## src/core/p2dec_pkg.sv

```systemverilog
// package of constants and types shared by the page-two opcode decoder files
package p2dec_pkg;

  // prefix byte that selects the second opcode page
  localparam logic [7:0]  PREBYTE_PAGE2 = 8'h9e;

  // step applied to the index pair by post-increment forms
  localparam logic [15:0] HX_STEP       = 16'h0001;

  // reset values of registered outputs
  localparam logic [15:0] RST_ADDR      = 16'h0000;
  localparam logic [7:0]  RST_BYTE      = 8'h00;

  // operand byte counts per addressing form
  localparam logic [1:0]  LEN_NONE      = 2'h0;
  localparam logic [1:0]  LEN_ONE       = 2'h1;
  localparam logic [1:0]  LEN_TWO       = 2'h2;

  // upper nibbles of decoded opcode groups
  localparam logic [3:0]  NIB_RMW_SP    = 4'h6;
  localparam logic [3:0]  NIB_LONG_OFS  = 4'hd;
  localparam logic [3:0]  NIB_SHORT_OFS = 4'he;
  localparam logic [3:0]  NIB_NO_OFS    = 4'hf;

  // individual opcodes handled outside the nibble groups
  localparam logic [7:0]  OPC_CBEQ_IX1P = 8'h61;
  localparam logic [7:0]  OPC_CBEQ_IXP  = 8'h71;
  localparam logic [7:0]  OPC_MOV_DD    = 8'h4e;
  localparam logic [7:0]  OPC_MOV_DIXP  = 8'h5e;
  localparam logic [7:0]  OPC_MOV_IMD   = 8'h6e;
  localparam logic [7:0]  OPC_MOV_IXPD  = 8'h7e;
  localparam logic [7:0]  OPC_P2_LDHX2  = 8'hbe;
  localparam logic [7:0]  OPC_P2_LDHX1  = 8'hce;
  localparam logic [7:0]  OPC_P2_CPHX   = 8'hf3;
  localparam logic [7:0]  OPC_P2_LDHXSP = 8'hfe;
  localparam logic [7:0]  OPC_P2_STHXSP = 8'hff;

  // addressing forms resolved by the decoder
  typedef enum logic [3:0] {
    MD_OTHER,
    MD_STACK_REL_SHORT_OFFSET,
    MD_STACK_REL_LONG_OFFSET,
    MD_INDEX_NO_OFFSET,
    MD_INDEX_SHORT_OFFSET,
    MD_INDEX_LONG_OFFSET,
    MD_INDEX_POSTINC,
    MD_INDEX_SHORT_OFFSET_POSTINC,
    MD_MOVE_DIRECT_TO_DIRECT,
    MD_MOVE_POSTINC_TO_DIRECT,
    MD_MOVE_IMMEDIATE_TO_DIRECT,
    MD_MOVE_DIRECT_TO_POSTINC,
    MD_ILLEGAL
  } p2dec_mode_t;

  // decoder sequencing states
  typedef enum logic [1:0] {
    ST_OPCODE,
    ST_PAGE2_OPCODE,
    ST_OPERAND
  } p2dec_state_t;

endpackage

```

## src/core/p2dec_ea_if.sv

```systemverilog
// interface between the decoder sequencer and its address adder
`timescale 1ns/1ps
interface p2dec_ea_if;
  import p2dec_pkg::*;

  p2dec_mode_t mode;     // addressing form being resolved
  logic [15:0] offset;   // unsigned offset taken from the instruction
  logic [15:0] sp;       // stack pointer
  logic [15:0] hx;       // index register pair
  logic [15:0] ea;       // resolved operand address
  logic [15:0] hx_next;  // index pair after post-increment
  logic        postinc;  // form increments the index pair

  modport seq  (output mode, output offset, output sp, output hx,
                input ea, input hx_next, input postinc);
  modport calc (input mode, input offset, input sp, input hx,
                output ea, output hx_next, output postinc);
endinterface

```

## src/core/p2dec_ea_calc.sv

```systemverilog
// address adder resolving stack-relative and index-relative operand addresses
`timescale 1ns/1ps
module p2dec_ea_calc (
  p2dec_ea_if.calc ea_bus
);
  import p2dec_pkg::*;

  logic stack_base;  // form is relative to the stack pointer

  // select base and add the unsigned offset; wraps at 64k like the core's adder
  always_comb begin
    stack_base = (ea_bus.mode == MD_STACK_REL_SHORT_OFFSET) ||
                 (ea_bus.mode == MD_STACK_REL_LONG_OFFSET);
    if (stack_base) begin
      ea_bus.ea = ea_bus.sp + ea_bus.offset;
    end else begin
      ea_bus.ea = ea_bus.hx + ea_bus.offset;
    end
    // post-increment forms address first, then bump the pair by one
    ea_bus.postinc = (ea_bus.mode == MD_INDEX_POSTINC) ||
                     (ea_bus.mode == MD_INDEX_SHORT_OFFSET_POSTINC) ||
                     (ea_bus.mode == MD_MOVE_POSTINC_TO_DIRECT) ||
                     (ea_bus.mode == MD_MOVE_DIRECT_TO_POSTINC);
    ea_bus.hx_next = ea_bus.hx + HX_STEP;
  end

endmodule // p2dec_ea_calc

```

## src/core/p2dec_top.sv

```systemverilog
// page-two opcode decoder: prefix tracking, addressing form decode, operand addresses
`timescale 1ns/1ps

module p2dec_top (
  // clock and reset
  input  wire logic              I_CLK,
  input  wire logic              I_RST_B,
  // fetched byte stream
  input  wire logic              I_BYTE_VLD,
  input  wire logic              I_OPC_FIRST,
  input  wire logic [7:0]        I_BYTE,
  // core register values
  input  wire logic [15:0]       I_SP,
  input  wire logic [15:0]       I_HX,
  // decode result
  output logic                   O_DEC_VLD,
  output logic                   O_PAGE2,
  output logic [7:0]             O_OPCODE,
  output p2dec_pkg::p2dec_mode_t O_MODE,
  output logic                   O_ILLEGAL,
  output logic [15:0]            O_EA,
  output logic [15:0]            O_DST_EA,
  output logic [7:0]             O_IMM,
  // index pair update
  output logic                   O_HX_WR,
  output logic [15:0]            O_HX_NEXT
);
  import p2dec_pkg::*;

  // primary-page forms this decoder resolves; all else passes as other
  function automatic p2dec_mode_t page1_mode(input logic [7:0] opc);
    p2dec_mode_t m;
    m = MD_OTHER;
    if (opc == OPC_CBEQ_IX1P) begin
      m = MD_INDEX_SHORT_OFFSET_POSTINC;
    end else if (opc == OPC_CBEQ_IXP) begin
      m = MD_INDEX_POSTINC;
    end else if (opc == OPC_MOV_DD) begin
      m = MD_MOVE_DIRECT_TO_DIRECT;
    end else if (opc == OPC_MOV_DIXP) begin
      m = MD_MOVE_DIRECT_TO_POSTINC;
    end else if (opc == OPC_MOV_IMD) begin
      m = MD_MOVE_IMMEDIATE_TO_DIRECT;
    end else if (opc == OPC_MOV_IXPD) begin
      m = MD_MOVE_POSTINC_TO_DIRECT;
    end else if (opc[7:4] == NIB_LONG_OFS) begin
      m = MD_INDEX_LONG_OFFSET;
    end else if (opc[7:4] == NIB_SHORT_OFS) begin
      m = MD_INDEX_SHORT_OFFSET;
    end else if (opc[7:4] == NIB_NO_OFS) begin
      m = MD_INDEX_NO_OFFSET;
    end
    return m;
  endfunction

  // second-page map; holes in the map decode as illegal
  function automatic p2dec_mode_t page2_mode(input logic [7:0] opc);
    p2dec_mode_t m;
    m = MD_ILLEGAL;
    if (opc[7:4] == NIB_RMW_SP) begin
      // 62, 65 and 6e are not populated on this page
      if (opc[3:0] != 4'h2 && opc[3:0] != 4'h5 && opc[3:0] != 4'he) begin
        m = MD_STACK_REL_SHORT_OFFSET;
      end
    end else if (opc[7:4] == NIB_LONG_OFS) begin
      if (opc[3:0] != 4'hc && opc[3:0] != 4'hd) begin
        m = MD_STACK_REL_LONG_OFFSET;
      end
    end else if (opc[7:4] == NIB_SHORT_OFS) begin
      if (opc[3:0] != 4'hc && opc[3:0] != 4'hd) begin
        m = MD_STACK_REL_SHORT_OFFSET;
      end
    end else if (opc == OPC_P2_LDHX2) begin
      m = MD_INDEX_LONG_OFFSET;
    end else if (opc == OPC_P2_LDHX1) begin
      m = MD_INDEX_SHORT_OFFSET;
    end else if (opc == OPC_P2_CPHX || opc == OPC_P2_LDHXSP || opc == OPC_P2_STHXSP) begin
      m = MD_STACK_REL_SHORT_OFFSET;
    end
    return m;
  endfunction

  // operand bytes needed to resolve addresses (trailing branch offsets are not ours)
  function automatic logic [1:0] operand_len(input p2dec_mode_t m);
    logic [1:0] n;
    n = LEN_NONE;
    case (m)
      MD_STACK_REL_SHORT_OFFSET,
      MD_INDEX_SHORT_OFFSET,
      MD_INDEX_SHORT_OFFSET_POSTINC,
      MD_MOVE_POSTINC_TO_DIRECT,
      MD_MOVE_DIRECT_TO_POSTINC:    n = LEN_ONE;
      MD_STACK_REL_LONG_OFFSET,
      MD_INDEX_LONG_OFFSET,
      MD_MOVE_DIRECT_TO_DIRECT,
      MD_MOVE_IMMEDIATE_TO_DIRECT:  n = LEN_TWO;
      default:                      n = LEN_NONE;
    endcase
    return n;
  endfunction

  // sequencer state
  p2dec_state_t state_ff;      // where in the instruction we are
  p2dec_state_t nxt_state;
  p2dec_mode_t  mode_ff;       // form of the instruction in flight
  p2dec_mode_t  nxt_mode;
  logic         page2_ff;      // instruction came through the prefix
  logic         nxt_page2;
  logic [7:0]   opcode_ff;     // opcode byte in flight
  logic [7:0]   nxt_opcode;
  logic [7:0]   first_ff;      // first operand byte held for two-byte forms
  logic [7:0]   nxt_first;
  logic         got_one_ff;    // first operand byte already held
  logic         nxt_got_one;

  // completion request and its operands
  logic         finish;        // all address bytes present this cycle
  p2dec_mode_t  fin_mode;      // form being completed
  logic         fin_page2;
  logic [7:0]   fin_opcode;
  logic [7:0]   fin_b0;        // first operand byte
  logic [7:0]   fin_b1;        // second operand byte

  // registered outputs
  logic         dec_vld_ff;
  logic         nxt_dec_vld;
  logic         page2_out_ff;
  logic         nxt_page2_out;
  logic [7:0]   opcode_out_ff;
  logic [7:0]   nxt_opcode_out;
  p2dec_mode_t  mode_out_ff;
  p2dec_mode_t  nxt_mode_out;
  logic [15:0]  ea_ff;
  logic [15:0]  nxt_ea;
  logic [15:0]  dst_ea_ff;
  logic [15:0]  nxt_dst_ea;
  logic [7:0]   imm_ff;
  logic [7:0]   nxt_imm;
  logic         hx_wr_ff;
  logic         nxt_hx_wr;
  logic [15:0]  hx_next_ff;
  logic [15:0]  nxt_hx_next;

  logic         restart;       // an opcode byte starts a new instruction
  p2dec_mode_t  p1_mode;       // primary-page form of the incoming byte
  p2dec_mode_t  p2_mode;       // second-page form of the incoming byte

  p2dec_ea_if ea_bus ();

  p2dec_ea_calc u_ea_calc (
    .ea_bus (ea_bus.calc)
  );

  // sequencer: a byte flagged as first always restarts decode, so a
  // mispredicted fetch cannot leave the decoder stuck mid-instruction
  always_comb begin
    nxt_state   = state_ff;
    nxt_mode    = mode_ff;
    nxt_page2   = page2_ff;
    nxt_opcode  = opcode_ff;
    nxt_first   = first_ff;
    nxt_got_one = got_one_ff;
    finish      = 1'b0;
    fin_mode    = mode_ff;
    fin_page2   = page2_ff;
    fin_opcode  = opcode_ff;
    fin_b0      = first_ff;
    fin_b1      = I_BYTE;
    restart     = I_BYTE_VLD && I_OPC_FIRST;
    p1_mode     = page1_mode(I_BYTE);
    p2_mode     = page2_mode(I_BYTE);
    if (restart) begin
      nxt_got_one = 1'b0;
      nxt_opcode  = I_BYTE;
      if (I_BYTE == PREBYTE_PAGE2) begin
        nxt_state = ST_PAGE2_OPCODE;
        nxt_page2 = 1'b1;
      end else begin
        nxt_page2  = 1'b0;
        nxt_mode   = p1_mode;
        fin_mode   = p1_mode;
        fin_page2  = 1'b0;
        fin_opcode = I_BYTE;
        if (operand_len(p1_mode) == LEN_NONE) begin
          finish    = 1'b1;
          nxt_state = ST_OPCODE;
        end else begin
          nxt_state = ST_OPERAND;
        end
      end
    end else if (I_BYTE_VLD) begin
      case (state_ff)
        ST_PAGE2_OPCODE: begin
          // byte after the prefix is decoded against the second page
          nxt_opcode = I_BYTE;
          nxt_mode   = p2_mode;
          fin_mode   = p2_mode;
          fin_page2  = 1'b1;
          fin_opcode = I_BYTE;
          if (operand_len(p2_mode) == LEN_NONE) begin
            finish    = 1'b1;
            nxt_state = ST_OPCODE;
          end else begin
            nxt_state = ST_OPERAND;
          end
        end
        ST_OPERAND: begin
          if (operand_len(mode_ff) == LEN_TWO && !got_one_ff) begin
            nxt_first   = I_BYTE;
            nxt_got_one = 1'b1;
          end else begin
            // one-byte forms take this byte as the first operand
            if (operand_len(mode_ff) == LEN_ONE) begin
              fin_b0 = I_BYTE;
            end
            finish      = 1'b1;
            nxt_got_one = 1'b0;
            nxt_state   = ST_OPCODE;
          end
        end
        default: begin
          // stray operand bytes between instructions are ignored
          nxt_state = ST_OPCODE;
        end
      endcase
    end
  end

  // offset assembly for the adder: long offsets arrive high byte first
  always_comb begin
    ea_bus.mode = fin_mode;
    ea_bus.sp   = I_SP;
    ea_bus.hx   = I_HX;
    case (fin_mode)
      MD_STACK_REL_SHORT_OFFSET,
      MD_INDEX_SHORT_OFFSET,
      MD_INDEX_SHORT_OFFSET_POSTINC: ea_bus.offset = {8'h00, fin_b0};
      MD_STACK_REL_LONG_OFFSET,
      MD_INDEX_LONG_OFFSET:          ea_bus.offset = {fin_b0, fin_b1};
      default:                       ea_bus.offset = 16'h0000;
    endcase
  end

  // result assembly; moves place source in ea (immediate move: value in imm, ea zero) and destination in dst_ea
  always_comb begin
    nxt_dec_vld    = finish;
    nxt_page2_out  = page2_out_ff;
    nxt_opcode_out = opcode_out_ff;
    nxt_mode_out   = mode_out_ff;
    nxt_ea         = ea_ff;
    nxt_dst_ea     = dst_ea_ff;
    nxt_imm        = imm_ff;
    nxt_hx_wr      = 1'b0;
    nxt_hx_next    = hx_next_ff;
    if (finish) begin
      nxt_page2_out  = fin_page2;
      nxt_opcode_out = fin_opcode;
      nxt_mode_out   = fin_mode;
      nxt_ea         = ea_bus.ea;
      nxt_dst_ea     = RST_ADDR;
      nxt_imm        = RST_BYTE;
      nxt_hx_wr      = ea_bus.postinc;
      nxt_hx_next    = ea_bus.hx_next;
      case (fin_mode)
        MD_MOVE_DIRECT_TO_DIRECT: begin
          nxt_ea     = {8'h00, fin_b0};
          nxt_dst_ea = {8'h00, fin_b1};
        end
        MD_MOVE_POSTINC_TO_DIRECT: begin
          nxt_dst_ea = {8'h00, fin_b0};
        end
        MD_MOVE_IMMEDIATE_TO_DIRECT: begin
          nxt_imm    = fin_b0;
          nxt_ea     = RST_ADDR;
          nxt_dst_ea = {8'h00, fin_b1};
        end
        MD_MOVE_DIRECT_TO_POSTINC: begin
          nxt_ea     = {8'h00, fin_b0};
          nxt_dst_ea = ea_bus.ea;
        end
        MD_OTHER, MD_ILLEGAL: begin
          nxt_ea = RST_ADDR;
        end
        default: begin
          nxt_ea = ea_bus.ea;
        end
      endcase
    end
  end

  // state and output registers
  always_ff @(posedge I_CLK or negedge I_RST_B) begin
    if (!I_RST_B) begin
      state_ff      <= ST_OPCODE;
      mode_ff       <= MD_OTHER;
      page2_ff      <= 1'b0;
      opcode_ff     <= RST_BYTE;
      first_ff      <= RST_BYTE;
      got_one_ff    <= 1'b0;
      dec_vld_ff    <= 1'b0;
      page2_out_ff  <= 1'b0;
      opcode_out_ff <= RST_BYTE;
      mode_out_ff   <= MD_OTHER;
      ea_ff         <= RST_ADDR;
      dst_ea_ff     <= RST_ADDR;
      imm_ff        <= RST_BYTE;
      hx_wr_ff      <= 1'b0;
      hx_next_ff    <= RST_ADDR;
    end else begin
      state_ff      <= nxt_state;
      mode_ff       <= nxt_mode;
      page2_ff      <= nxt_page2;
      opcode_ff     <= nxt_opcode;
      first_ff      <= nxt_first;
      got_one_ff    <= nxt_got_one;
      dec_vld_ff    <= nxt_dec_vld;
      page2_out_ff  <= nxt_page2_out;
      opcode_out_ff <= nxt_opcode_out;
      mode_out_ff   <= nxt_mode_out;
      ea_ff         <= nxt_ea;
      dst_ea_ff     <= nxt_dst_ea;
      imm_ff        <= nxt_imm;
      hx_wr_ff      <= nxt_hx_wr;
      hx_next_ff    <= nxt_hx_next;
    end
  end

  // outputs straight from flip-flops, except O_ILLEGAL, which gates the registered mode with dec_vld_ff
  assign O_DEC_VLD = dec_vld_ff;
  assign O_PAGE2   = page2_out_ff;
  assign O_OPCODE  = opcode_out_ff;
  assign O_MODE    = mode_out_ff;
  assign O_ILLEGAL = dec_vld_ff && (mode_out_ff == MD_ILLEGAL);
  assign O_EA      = ea_ff;
  assign O_DST_EA  = dst_ea_ff;
  assign O_IMM     = imm_ff;
  assign O_HX_WR   = hx_wr_ff;
  assign O_HX_NEXT = hx_next_ff;

endmodule // p2dec_top

```

## config.mk

```make
export PLATFORM = sky130hd
export DESIGN_NAME = p2dec_top
export DESIGN_NICKNAME = d
export VERILOG_FILES = /design/src/core/p2dec_pkg.sv /design/src/core/p2dec_ea_if.sv /design/src/core/p2dec_ea_calc.sv /design/src/core/p2dec_top.sv
export SDC_FILE = /design/constraint.sdc
export NUM_CORES = 1
export LEC_CHECK = 0
export BUFFER_PORTS_ARGS = -buffer_cell sky130_fd_sc_hd__buf_2
export CORE_MARGIN = 10
export CORE_UTILIZATION = 55
export CTS_CLUSTER_SIZE = 16
export DETAILED_ROUTE_END_ITERATION = 12
export GPL_ROUTABILITY_DRIVEN = 0
export PLACE_DENSITY = 0.86
export SLEW_MARGIN = 10
export SYNTH_ARGS = -nofsm -noshare
export SYNTH_HDL_FRONTEND = slang
export SYNTH_SLANG_ARGS = --single-unit
```

## constraint.sdc

```tcl
create_clock -name I_CLK -period 8.5 [get_ports I_CLK]
set_clock_uncertainty 0.2 [all_clocks]
set_input_delay 0.425 -clock I_CLK [delete_from_list [all_inputs] [get_ports I_CLK]]
set_output_delay 0.425 -clock I_CLK [all_outputs]
set_load 0.005 [all_outputs]
```

==> impl_metrics.csv, run 1 <==
group,metric,value,unit
run_status,run_status,"completed",
floorplanning,placeableCoreArea,10700,sq um
worst_setup_path,slowest_delay,0.64,ns
sta,timing.final.max_slew_violations,0,
synth,asyncSetResetFlopFracSynth,1.00,
power_and_ir_drop,total_leakage_power,3.15,nW
sta,fmax,179,MHz
grt,gr-max-usage-layer,"met2",
drt,detail_route.drc_violations,0,
sta,relative_slew_slack,0.366,
synth,number_of_flops_mapped_to_enable_cells_by_yosys,0,
synth,synth_common_cells,"sky130_fd_sc_hd__dfrtp_1, sky130_fd_sc_hd__nand2_1, sky130_fd_sc_hd__o21ai_0",
synth,yosys_warnings,0,
power_and_ir_drop,vdd_ir_drop_max,111,uV
synth,synth_top_cell_by_area,"sky130_fd_sc_hd__dfrtp_1",
worst_setup_path,timing.critical_path.required,8.59,ns
synth,synth_nets,717,
place,post-place-ws,2.73,ns
grt,grt_start_max_net_pins,95,
synth,post_synthesis_register_bit_count,95,
clocking,clock_tree.root_cell,"sky130_fd_sc_hd__clkbuf_8",
min_path,path_type_of_the_worst_min_delay_path,"in -> reg",
sta,number_of_failing_hold_endpoints_at_the_final_stage,0,
clocking,cts_tree,"built",
synth,cell_area_after_synthesis,5980,sq um
grt,grt_util_all_layers,0.221,
sta,worst_pin_slew,0.945,ns
floorplanning,chipHeight,124,um
clocking,cts_sinks,95,
clocking,cts_setup_buffers,0,
drt,aggregate_routed_wire_length,17300,um
worst_setup_path,worst_setup_path_start_kind,"flip-flop",
synth,synth_top_flop_cell,"sky130_fd_sc_hd__dfrtp_1",
place,hpwlAfterDp,13000,um
grt,grt_pass1_vias,5466,
worst_setup_path,crit_slowest_cell,"sky130_fd_sc_hd__nor3_4",
floorplanning,die_outline_width,124,um
synth,ys_top_cells_by_area,"sky130_fd_sc_hd__dfrtp_1, sky130_fd_sc_hd__nand2_1, sky130_fd_sc_hd__ha_1, sky130_fd_sc_hd__mux2_2, sky130_fd_sc_hd__o21ai_0",
sta,final_period_minus_worst_setup_slack,5.60,ns
grt,global_route.usage.met2,0.362,
place,buffer_ports.inserted,115,
sta,setup_viol,0,
synth,post_synth_mux_area_share,0.0774,
floorplanning,initial_utilization,0.557,
sta,layout_setup_ws,2.90,ns
floorplanning,die_area,15500,sq um
drt,first_iter_violations,536,
sta,fin_crit_sh,0.659,
drt,routed_via_density,6.15,
clocking,clock_latency,0.41,ns
worst_setup_path,timing.setup.critical_path_class,"reg -> reg",
floorplanning,floorplan.rows,38,
synth,synth.lib_cells_used.distinct,71,
floorplanning,design.portCount,116,
synth,synth.top_cell.area_share,0.397,
drt,mean_routed_wirelength_per_cell,19.7,um
grt,grt_pass1_wl,28600,um
synth,combinational_family_with_the_most_area_after_synthesis,"compound AO/OA/AOI/OAI gates",
drt,detail_route.first_pass.iterations,5,
grt,grt_remaining_overflow,0,
clocking,tritoncts.num_buffers,9,
clocking,cts.htree.levels,3,
final_layout,fillers,896,
worst_setup_path,cp.arrival,5.69,ns
grt,groute.layer.met3.usage,0.0523,
clocking,clk_path_buf_depth,2,
synth,synth_sequential_area_ratio,0.397,
drt,num_vias,5417,
final_layout,post_route_cells_drive_above_1_share,0.244,
sta,totalNegativeSetupSlack,0,ns
grt,global_route_met1_utilization,0.272,
synth,syn_avg_cell_area,9.24,sq um
clocking,clkSlewWorstSetupHoldPaths,0.11,ns
final_layout,antenna_cells,0,
synth,synth_compound_area_frac,0.219,
power_and_ir_drop,powerDensity,183,nW/um^2
synth,yosys.area_share.simple,0.158,
synth,postSynthCellCount,648,
run,maxCapViolCount,0,
final_layout,area_delta_synth_final,13.2,%
worst_setup_path,critical_path.endpoint_type,"flip-flop",
synth,yosys.area_share.adder,0.0535,
final_layout,final_core_utilization,0.631,
worst_setup_path,critPathMaxFanout,16,
synth,library_cell_with_the_highest_instance_count_after_synthesis,"sky130_fd_sc_hd__dfrtp_1",
grt,initial_antenna_violation_count,0,
sta,rsz_0062_raised_after_global_routing,"false",
synth,synth_xor_area_frac,0.0447,
drt,antenna_left,0,
final_layout,nNetsFinal,805,
worst_setup_path,critical_path.cell_chain,"inv_1 > ha_1 > and3b_1 > o311ai_0 > a41oi_1 > a211o_1 > nor3_2 > nor3_4 > mux2i_1 > inv_1 > ha_1 > a21o_1 > a21oi_1 > o21ai_0 > a31oi_1 > o21ai_0 > nand2_1 > a31oi_1 > xnor3_1 > a22o_1",
critical path, delay by kind of cell, from the launching register on:
kind	cells	cell delay, ns
mux	1	0.41
flops	1	0.41
fa+ha+maj	2	0.53
buf+inv	2	0.16
compound gates	10	2.12
xor+xnor	1	0.39
simple gates	4	1.28
kinds of logic after synthesis:
group | count (synthesis)
and+or+nand+nor | 195
DFF | 95
buffers and inverters | 69
AOI/OAI and AO/OA | 192
xor gates and xnor gates | 29
muxes | 43
adders and majority gates | 25
cell usage in the layout, fill, tap and decap left out, drive strengths merged, types with 14 or more instances in the layout:
cell,count
buf,119
dfrtp,95
nand2,85
o21ai,49
nor2,45
a21oi,34
inv,31
mux2,26
ha,24
o31ai,22
mux2i,17
xor2,15
nand3,14
area by class of cell:
type,instances,area (sq um),area share
multi-input combinational,484,3320,0.490
sequential,95,2380,0.351
timing repair buffer,120,618,0.0912
tap,140,175,0.0259
clock buffer,9,124,0.0183
inverter,26,97.6,0.0144
clock inverter,7,62.6,0.00923
report_power, final:
| part | switching [mW] | leakage, nW | internal, mW |
|---|---|---|---|
| Sequential | 0.0418 | 1.21 | 0.519 |
| Combinational | 0.223 | 1.85 | 0.158 |
| Clock | 0.186 | 0.0931 | 0.113 |
| Total | 0.451 | 3.15 | 0.790 |
per-layer routing:
metal	up-vias	routed length [um]
li1	2517	-
met1	2580	7060
met2	274	8320
met3	46	1400
met4	0	536
met5	-	0
state kept, by name (all words and copies together), names as in the netlist, 2 cells and up:
name / cells
O_HX_NEXT: 16
O_IMM: 8
O_MODE: 4
first_ff: 8
opcode_ff: 8
mode_ff: 4
O_DST_EA: 16
O_EA: 16
state_ff: 2
O_OPCODE: 8
path summary, 6_finish.rpt:
check | start | to | slack, ns | cells after the start
max | state_ff[1] | O_EA[15] | 2.90 | 20
min | I_HX[0] | O_HX_NEXT[0] | 0.04 | 2
max reg2reg | state_ff[1] | O_EA[15] | 2.90 | 20
min reg2reg | O_EA[12] | O_EA[12] | 0.28 | 2
max in group asynchronous | I_RST_B | got_one_ff | 6.65 | 3
min in group asynchronous | I_RST_B | O_DST_EA[12] | 0.32 | 2
metrics by stage:
| step | area [sq um] | std cells | total power [mW] | hold WS, ns |
|---|---|---|---|---|
| 2_1_floorplan | 5980 | 648 | 0.795 | -0.0706 |
| 3_3_place_gp | 6580 | 864 | 0.930 | 0.237 |
| 3_5_place_dp | 6580 | 864 | 0.948 | 0.252 |
| 4_1_cts | 6780 | 881 | 1.25 | 0.0368 |
| 5_1_grt | 6780 | 881 | 1.31 | 0.0575 |
| 6_report | 6780 | 881 | 1.24 | 0.0418 |
timing repair:
item                       in CTS  in global routing
hold buffers                    1                  0
setup endpoints to repair       0                  0
resized for setup               0                  0
hold endpoints to repair       42                  0
Power figures use the tool's default switching activity.
==> run 2, diff against run 1 <==
- CORE_UTILIZATION: 55 -> 51
- PLACE_DENSITY: 0.86 -> 0.84
- clock period: 8.5 -> 5 ns (I/O delays scaled with it)
==> run 2 against run 1 <==
  * Sequential power grew 70%
  * Power grew 94%
  * Maximum frequency grew 16%
  * Global-route usage shrank 0.66 points
  * Flip-flop and latch count is the same
  * Setup slack lost 2.7 ns
  * Final cell count grew 4.1%
  * First-iteration DRC count grew 9.3%
  * Critical path type unchanged
  * Largest cell class unchanged
==> impl_metrics.csv, run 2 (synthesized netlist as in run 1, its figures left out) <==
group,metric,value,unit
sta,setup_viol,0,
worst_setup_path,timing.critical_path.required,5.04,ns
grt,grt_util_all_layers,0.215,
worst_setup_path,slowest_delay,0.40,ns
worst_setup_path,worst_setup_path_start_kind,"flip-flop",
final_layout,mostFrequentLayoutCell,"sky130_fd_sc_hd__buf_2",
final_layout,final_cell_mix,"sky130_fd_sc_hd__buf_2, sky130_fd_sc_hd__dfrtp_1, sky130_fd_sc_hd__nand2_1",
final_layout,antenna_cells,0,
place,placed_cell_area,6810,sq um
floorplanning,design.portCount,116,
power_and_ir_drop,vdd_ir_drop_max,314,uV
clocking,cts_sinks,95,
worst_setup_path,worstSetupEndpoint,"O_EA[14]",
grt,grt_start_max_net_pins,94,
clocking,clock_tree.root_cell,"sky130_fd_sc_hd__clkbuf_16",
sta,number_of_failing_hold_endpoints_at_the_final_stage,0,
grt,initial_antenna_violation_count,0,
grt,grt_pass1_wl,28800,um
drt,first_iter_violations,586,
min_path,path_type_of_the_worst_min_delay_path,"in -> reg",
worst_setup_path,critical_path.cell_chain,"ha_2 > and3b_2 > o311ai_0 > a41oi_1 > a211o_1 > o21a_2 > nor3_4 > buf_12 > buf_12 > mux2_2 > ha_1 > a21o_1 > a21o_1 > a21oi_4 > o21ai_0 > a211o_1 > a21oi_1 > xnor2_1 > a22o_1",
floorplanning,die_outline_width,128,um
worst_setup_path,critical-path-top-delay-family,"compound AO/OA/AOI/OAI gates",
floorplanning,chipHeight,128,um
worst_setup_path,timing.setup.critical_path_class,"reg -> reg",
worst_setup_path,critPathMaxFanout,13,
sta,fmax,207,MHz
place,post-place-ws,-0.00314,ns
run_status,run_status,"completed",
drt,mean_routed_wirelength_per_cell,19.7,um
drt,routed_via_density,6.14,
worst_setup_path,crit_cells,19,
floorplanning,initial_utilization,0.522,
place,buffer_ports.inserted,115,
power_and_ir_drop,powerDensity,332,nW/um^2
drt,detail_route.first_pass.iterations,7,
drt,detail_route.drc_violations,0,
clocking,cts.htree.levels,3,
sta,final_period_minus_worst_setup_slack,4.83,ns
clocking,clock_latency,0.36,ns
place,hpwlAfterDp,13500,um
sta,totalNegativeSetupSlack,0,ns
sta,hold_ws,0.0127,ns
worst_setup_path,timing.critical_path.buf_inv,2,
floorplanning,die_area,16500,sq um
sta,worst_pin_slew,0.919,ns
drt,aggregate_routed_wire_length,18100,um
sta,layout_setup_ws,0.170,ns
worst_setup_path,cp.arrival,4.87,ns
worst_setup_path,r2r-end,"O_EA[14]",
power_and_ir_drop,design_power_total,2.41,mW
grt,grt_pass1_vias,5683,
grt,grt_remaining_overflow,0,
worst_setup_path,crit_slowest_cell,"sky130_fd_sc_hd__dfrtp_1",
worst_setup_path,critical_path.reg2reg.startpoint,"state_ff[0]",
sta,fin_crit_sh,0.966,
floorplanning,placeableCoreArea,11500,sq um
power_and_ir_drop,total_leakage_power,3.39,nW
final_layout,design_area,7250,sq um
run,maxCapViolCount,0,
worst_setup_path,critical_path.endpoint_type,"flip-flop",
sta,timing.final.max_slew_violations,0,
drt,num_vias,5627,
worst_setup_path,worstSetupStartpoint,"state_ff[0]",
final_layout,area_delta_synth_final,21.2,%
final_layout,post_route_cells_drive_above_1_share,0.289,
clocking,cts_tree,"built",
worst_setup_path,worst-r2r-cell-count,19,
drt,antenna_left,0,
clocking,clk_path_buf_depth,2,
clocking,clkSlewWorstSetupHoldPaths,0.07,ns
clocking,tritoncts.num_buffers,9,
final_layout,nNetsFinal,839,
floorplanning,floorplan.rows,39,
worst_setup_path,rrSetupSlack,0.17,ns
sta,relative_slew_slack,0.383,
## run 2: where the power goes
part | switching (mW) | internal [mW]
Sequential | 0.0666 | 0.883
Clock | 0.292 | 0.449
Combinational | 0.403 | 0.311
Total | 0.762 | 1.64
## run 2: layout make-up
| type | count | area (sq um) |
|---|---|---|
| Clock buffer | 12 | 246 |
| Clock inverter | 3 | 67.6 |
| Fill cell | 900 | 4210 |
| Inverter | 26 | 97.6 |
| Multi-Input combinational cell | 485 | 3390 |
| Sequential cell | 95 | 2380 |
| Tap cell | 143 | 179 |
| Timing Repair Buffer | 153 | 893 |
## run 2: how the worst min path moves through the flow
stage / from / endpoint / slack [ns] / depth (start not counted)
after global placement: I_RST_B / O_EA[11] / 0.01 / 1
after floorplan: I_RST_B / O_DEC_VLD / -0.25 / 0
final: I_BYTE[3] / opcode_ff[3] / 0.01 / 2
after detailed placement: I_RST_B / O_EA[13] / 0.02 / 1
after global routing: I_BYTE[3] / opcode_ff[3] / 0.03 / 2
after CTS: I_OPC_FIRST / got_one_ff / 0.01 / 2
## run 2: repair_timing
item                       in CTS  in global routing
setup endpoints to repair       5                 16
pin swaps                       1                  3
resized for setup               2                 20
hold buffers                    2                  0
hold endpoints to repair       35                  0
gates cloned                    0                  1
setup buffers                   0                  3
## run 2: metal layers
layer | global-route usage | wire, um
met5 | 0 | 0
met4 | 0.101 | 787
met3 | 0.0542 | 1720
met2 | 0.372 | 8930
met1 | 0.241 | 6670
## run 2: per-stage QoR
stage | utilization | instances
floorplan | - | 648
global placement | 0.594 | 896
detailed placement | 0.594 | 896
CTS | 0.624 | 913
global route | 0.633 | 917
finish | 0.633 | 917
==> run 3, diff against run 2 <==
- PLACE_DENSITY: 0.84 -> 0.86
==> run 3 against run 2 <==
  * First-iteration DRC count decreased by 25%
  * Global-route usage decreased by 1.0 points
  * Maximum frequency increased by 0.64%
  * Worst hold slack improved by 0.0029 ns
  * Setup slack improved by 0.031 ns
  * Via count decreased by 3.6%
  * Power decreased by 3.9%
  * Final cell count decreased by 0.11%
==> impl_metrics.csv, run 3 (synthesized netlist as in run 1, its figures left out) <==
group,metric,value,unit
floorplanning,die_area,16500,sq um
sta,layout_setup_ws,0.200,ns
clocking,clkSlewWorstSetupHoldPaths,0.07,ns
place,placed_cell_area,6790,sq um
worst_setup_path,critPathMaxFanout,13,
final_layout,design_area,7160,sq um
clocking,clock_latency,0.36,ns
place,hpwlAfterDp,12900,um
power_and_ir_drop,share_comb_of_total_power,0.297,
power_and_ir_drop,total_leakage_power,3.36,nW
place,post-place-ws,0.0420,ns
grt,grt_pass1_vias,5363,
clocking,clock_tree.root_cell,"sky130_fd_sc_hd__clkbuf_16",
power_and_ir_drop,power.share.clock,0.293,
drt,detail_route.first_pass.iterations,5,
power_and_ir_drop,vdd_ir_drop_max,356,uV
sta,worst_pin_slew,0.939,ns
final_layout,area_delta_synth_final,19.7,%
final_layout,fillers,956,
drt,aggregate_routed_wire_length,17100,um
floorplanning,die_outline_width,128,um
clocking,cts.htree.levels,3,
floorplanning,initial_utilization,0.522,
final_layout,regArea,2380,sq um
power_and_ir_drop,p_int,1.53,mW
final_layout,nNetsFinal,837,
worst_setup_path,critical_path.endpoint_type,"flip-flop",
sta,number_of_failing_hold_endpoints_at_the_final_stage,0,
drt,antenna_left,0,
sta,relative_slew_slack,0.370,
sta,fmax,208,MHz
power_and_ir_drop,design_power_total,2.31,mW
sta,timing.final.max_slew_violations,0,
floorplanning,chipHeight,128,um
final_layout,post_route_cells_drive_above_1_share,0.282,
final_layout,area_of_combinational_cells_with_multiple_inputs,3350,sq um
grt,grt_util_all_layers,0.204,
drt,detail_route.drc_violations,0,
sta,rsz_0062_raised_after_global_routing,"true",
place,buffer_ports.inserted,115,
power_and_ir_drop,power.net_switching,780,uW
floorplanning,placeableCoreArea,11500,sq um
clocking,cts_sinks,95,
worst_setup_path,timing.critical_path.required,5.05,ns
power_and_ir_drop,sw_frac_of_total,0.337,
grt,grt_remaining_overflow,0,
power_and_ir_drop,powerDensity,323,nW/um^2
min_path,worstHoldPathCells,3,
sta,final_period_minus_worst_setup_slack,4.80,ns
final_layout,final_cell_mix,"sky130_fd_sc_hd__buf_2, sky130_fd_sc_hd__dfrtp_1, sky130_fd_sc_hd__nand2_1",
final_layout,antenna_cells,0,
grt,grt_start_max_net_pins,64,
sta,fin_crit_sh,0.960,
floorplanning,floorplan.rows,39,
clocking,cts_tree,"built",
floorplanning,design.portCount,116,
final_layout,mostFrequentLayoutCell,"sky130_fd_sc_hd__buf_2",
worst_setup_path,slowest_delay,0.40,ns
clocking,clk_path_buf_depth,2,
worst_setup_path,cp.arrival,4.85,ns
drt,num_vias,5424,
worst_setup_path,critical_path.cell_chain,"ha_1 > and3b_2 > o311ai_0 > a41oi_1 > a211o_1 > o21a_1 > nor3_4 > buf_6 > mux2_2 > ha_1 > a21o_1 > a21o_1 > a21oi_1 > o21ai_1 > nand2_1 > a31oi_1 > xnor3_1 > a22o_1",
clocking,tritoncts.num_buffers,9,
worst_setup_path,timing.setup.critical_path_class,"reg -> reg",
worst_setup_path,worst-r2r-cell-count,18,
drt,routed_via_density,5.92,
drt,first_iter_violations,442,
worst_setup_path,worst_setup_path_start_kind,"flip-flop",
run_status,run_status,"completed",
grt,grt_pass1_wl,27400,um
min_path,path_type_of_the_worst_min_delay_path,"in -> reg",
worst_setup_path,crit_slowest_cell,"sky130_fd_sc_hd__dfrtp_1",
grt,initial_antenna_violation_count,0,
power_and_ir_drop,sequentialPowerShare,0.409,
sta,setup_viol,0,
run,maxCapViolCount,0,
drt,mean_routed_wirelength_per_cell,18.7,um
-- run 3: changes by cell type in the layout (fill, tap and decap cells not counted), sizes merged --
cell,previous run,this run
and3b,3,2
inv,26,30
bufinv,2,0
clkinvlp,1,2
clkbuf,12,9
clkinv,0,1
dlygate4sd3,2,3
buf,151,149
-- run 3: what timing repair did --
item                                   in CTS  in global routing
setup endpoints to repair                   0                 14
setup buffers                               0                  3
hold buffers                                3                  0
resized for setup                           0                 12
endpoints found under the hold margin      34                  0
-- run 3: power groups by stage --
stage                     combinational, mW  clock (mW)  sequential [mW]
after floorplan                       0.389           0            0.962
after global placement                0.662           0            0.955
after detailed placement              0.674           0            0.959
after CTS                             0.680       0.689            0.946
after global routing                  0.761       0.721            0.961
final                                 0.687       0.678            0.946
-- run 3: worst max-delay path, delay by kind of cell, from the launching register on --
family / cells / cell delay, ns
flip-flops: 1 / 0.40
buffers and inverters: 1 / 0.21
multiplexers: 1 / 0.35
AND/OR/NAND/NOR: 3 / 0.65
AO/OA/AOI/OAI: 10 / 1.91
adder cells (fa/ha/maj): 2 / 0.60
XOR/XNOR: 1 / 0.38
-- run 3: path summary, 6_finish.rpt --
check / from / end / slack (ns)
max: state_ff[0] / O_EA[15] / 0.20
min: I_HX[15] / O_HX_NEXT[15] / 0.02
max reg2reg: state_ff[0] / O_EA[15] / 0.20
min reg2reg: O_HX_NEXT[12] / O_HX_NEXT[12] / 0.27
max in group asynchronous: I_RST_B / opcode_ff[5] / 3.28
min in group asynchronous: I_RST_B / O_EA[11] / 0.17
-- run 3: through the flow --
step	setup TNS, ns	hold WS (ns)	util	std cells
final	0	0.0156	0.625	916
after global routing	-0.367	0.0373	0.625	916
after CTS	0	0.00653	0.620	913
after detailed placement	0	0.0174	0.592	894
after global placement	0	0.0154	0.592	894
after floorplan	0	-0.246	-	648
-- run 3: routing by layer --
layer | GRT usage | wire length, um | vias to the layer above
met4 | 0.0722 | 438 | 0
met2 | 0.336 | 8160 | 221
met1 | 0.245 | 6980 | 2586
li1 | - | - | 2581
met5 | 0 | 0 | -
met3 | 0.0670 | 1530 | 36
-- run 3: cell type report --
type	count	area share
Clock inverter	7	0.00891
Tap cell	143	0.0250
Timing Repair Buffer	152	0.121
Sequential cell	95	0.332
Clock buffer	9	0.0314
Inverter	26	0.0136
Multi-Input combinational cell	484	0.468
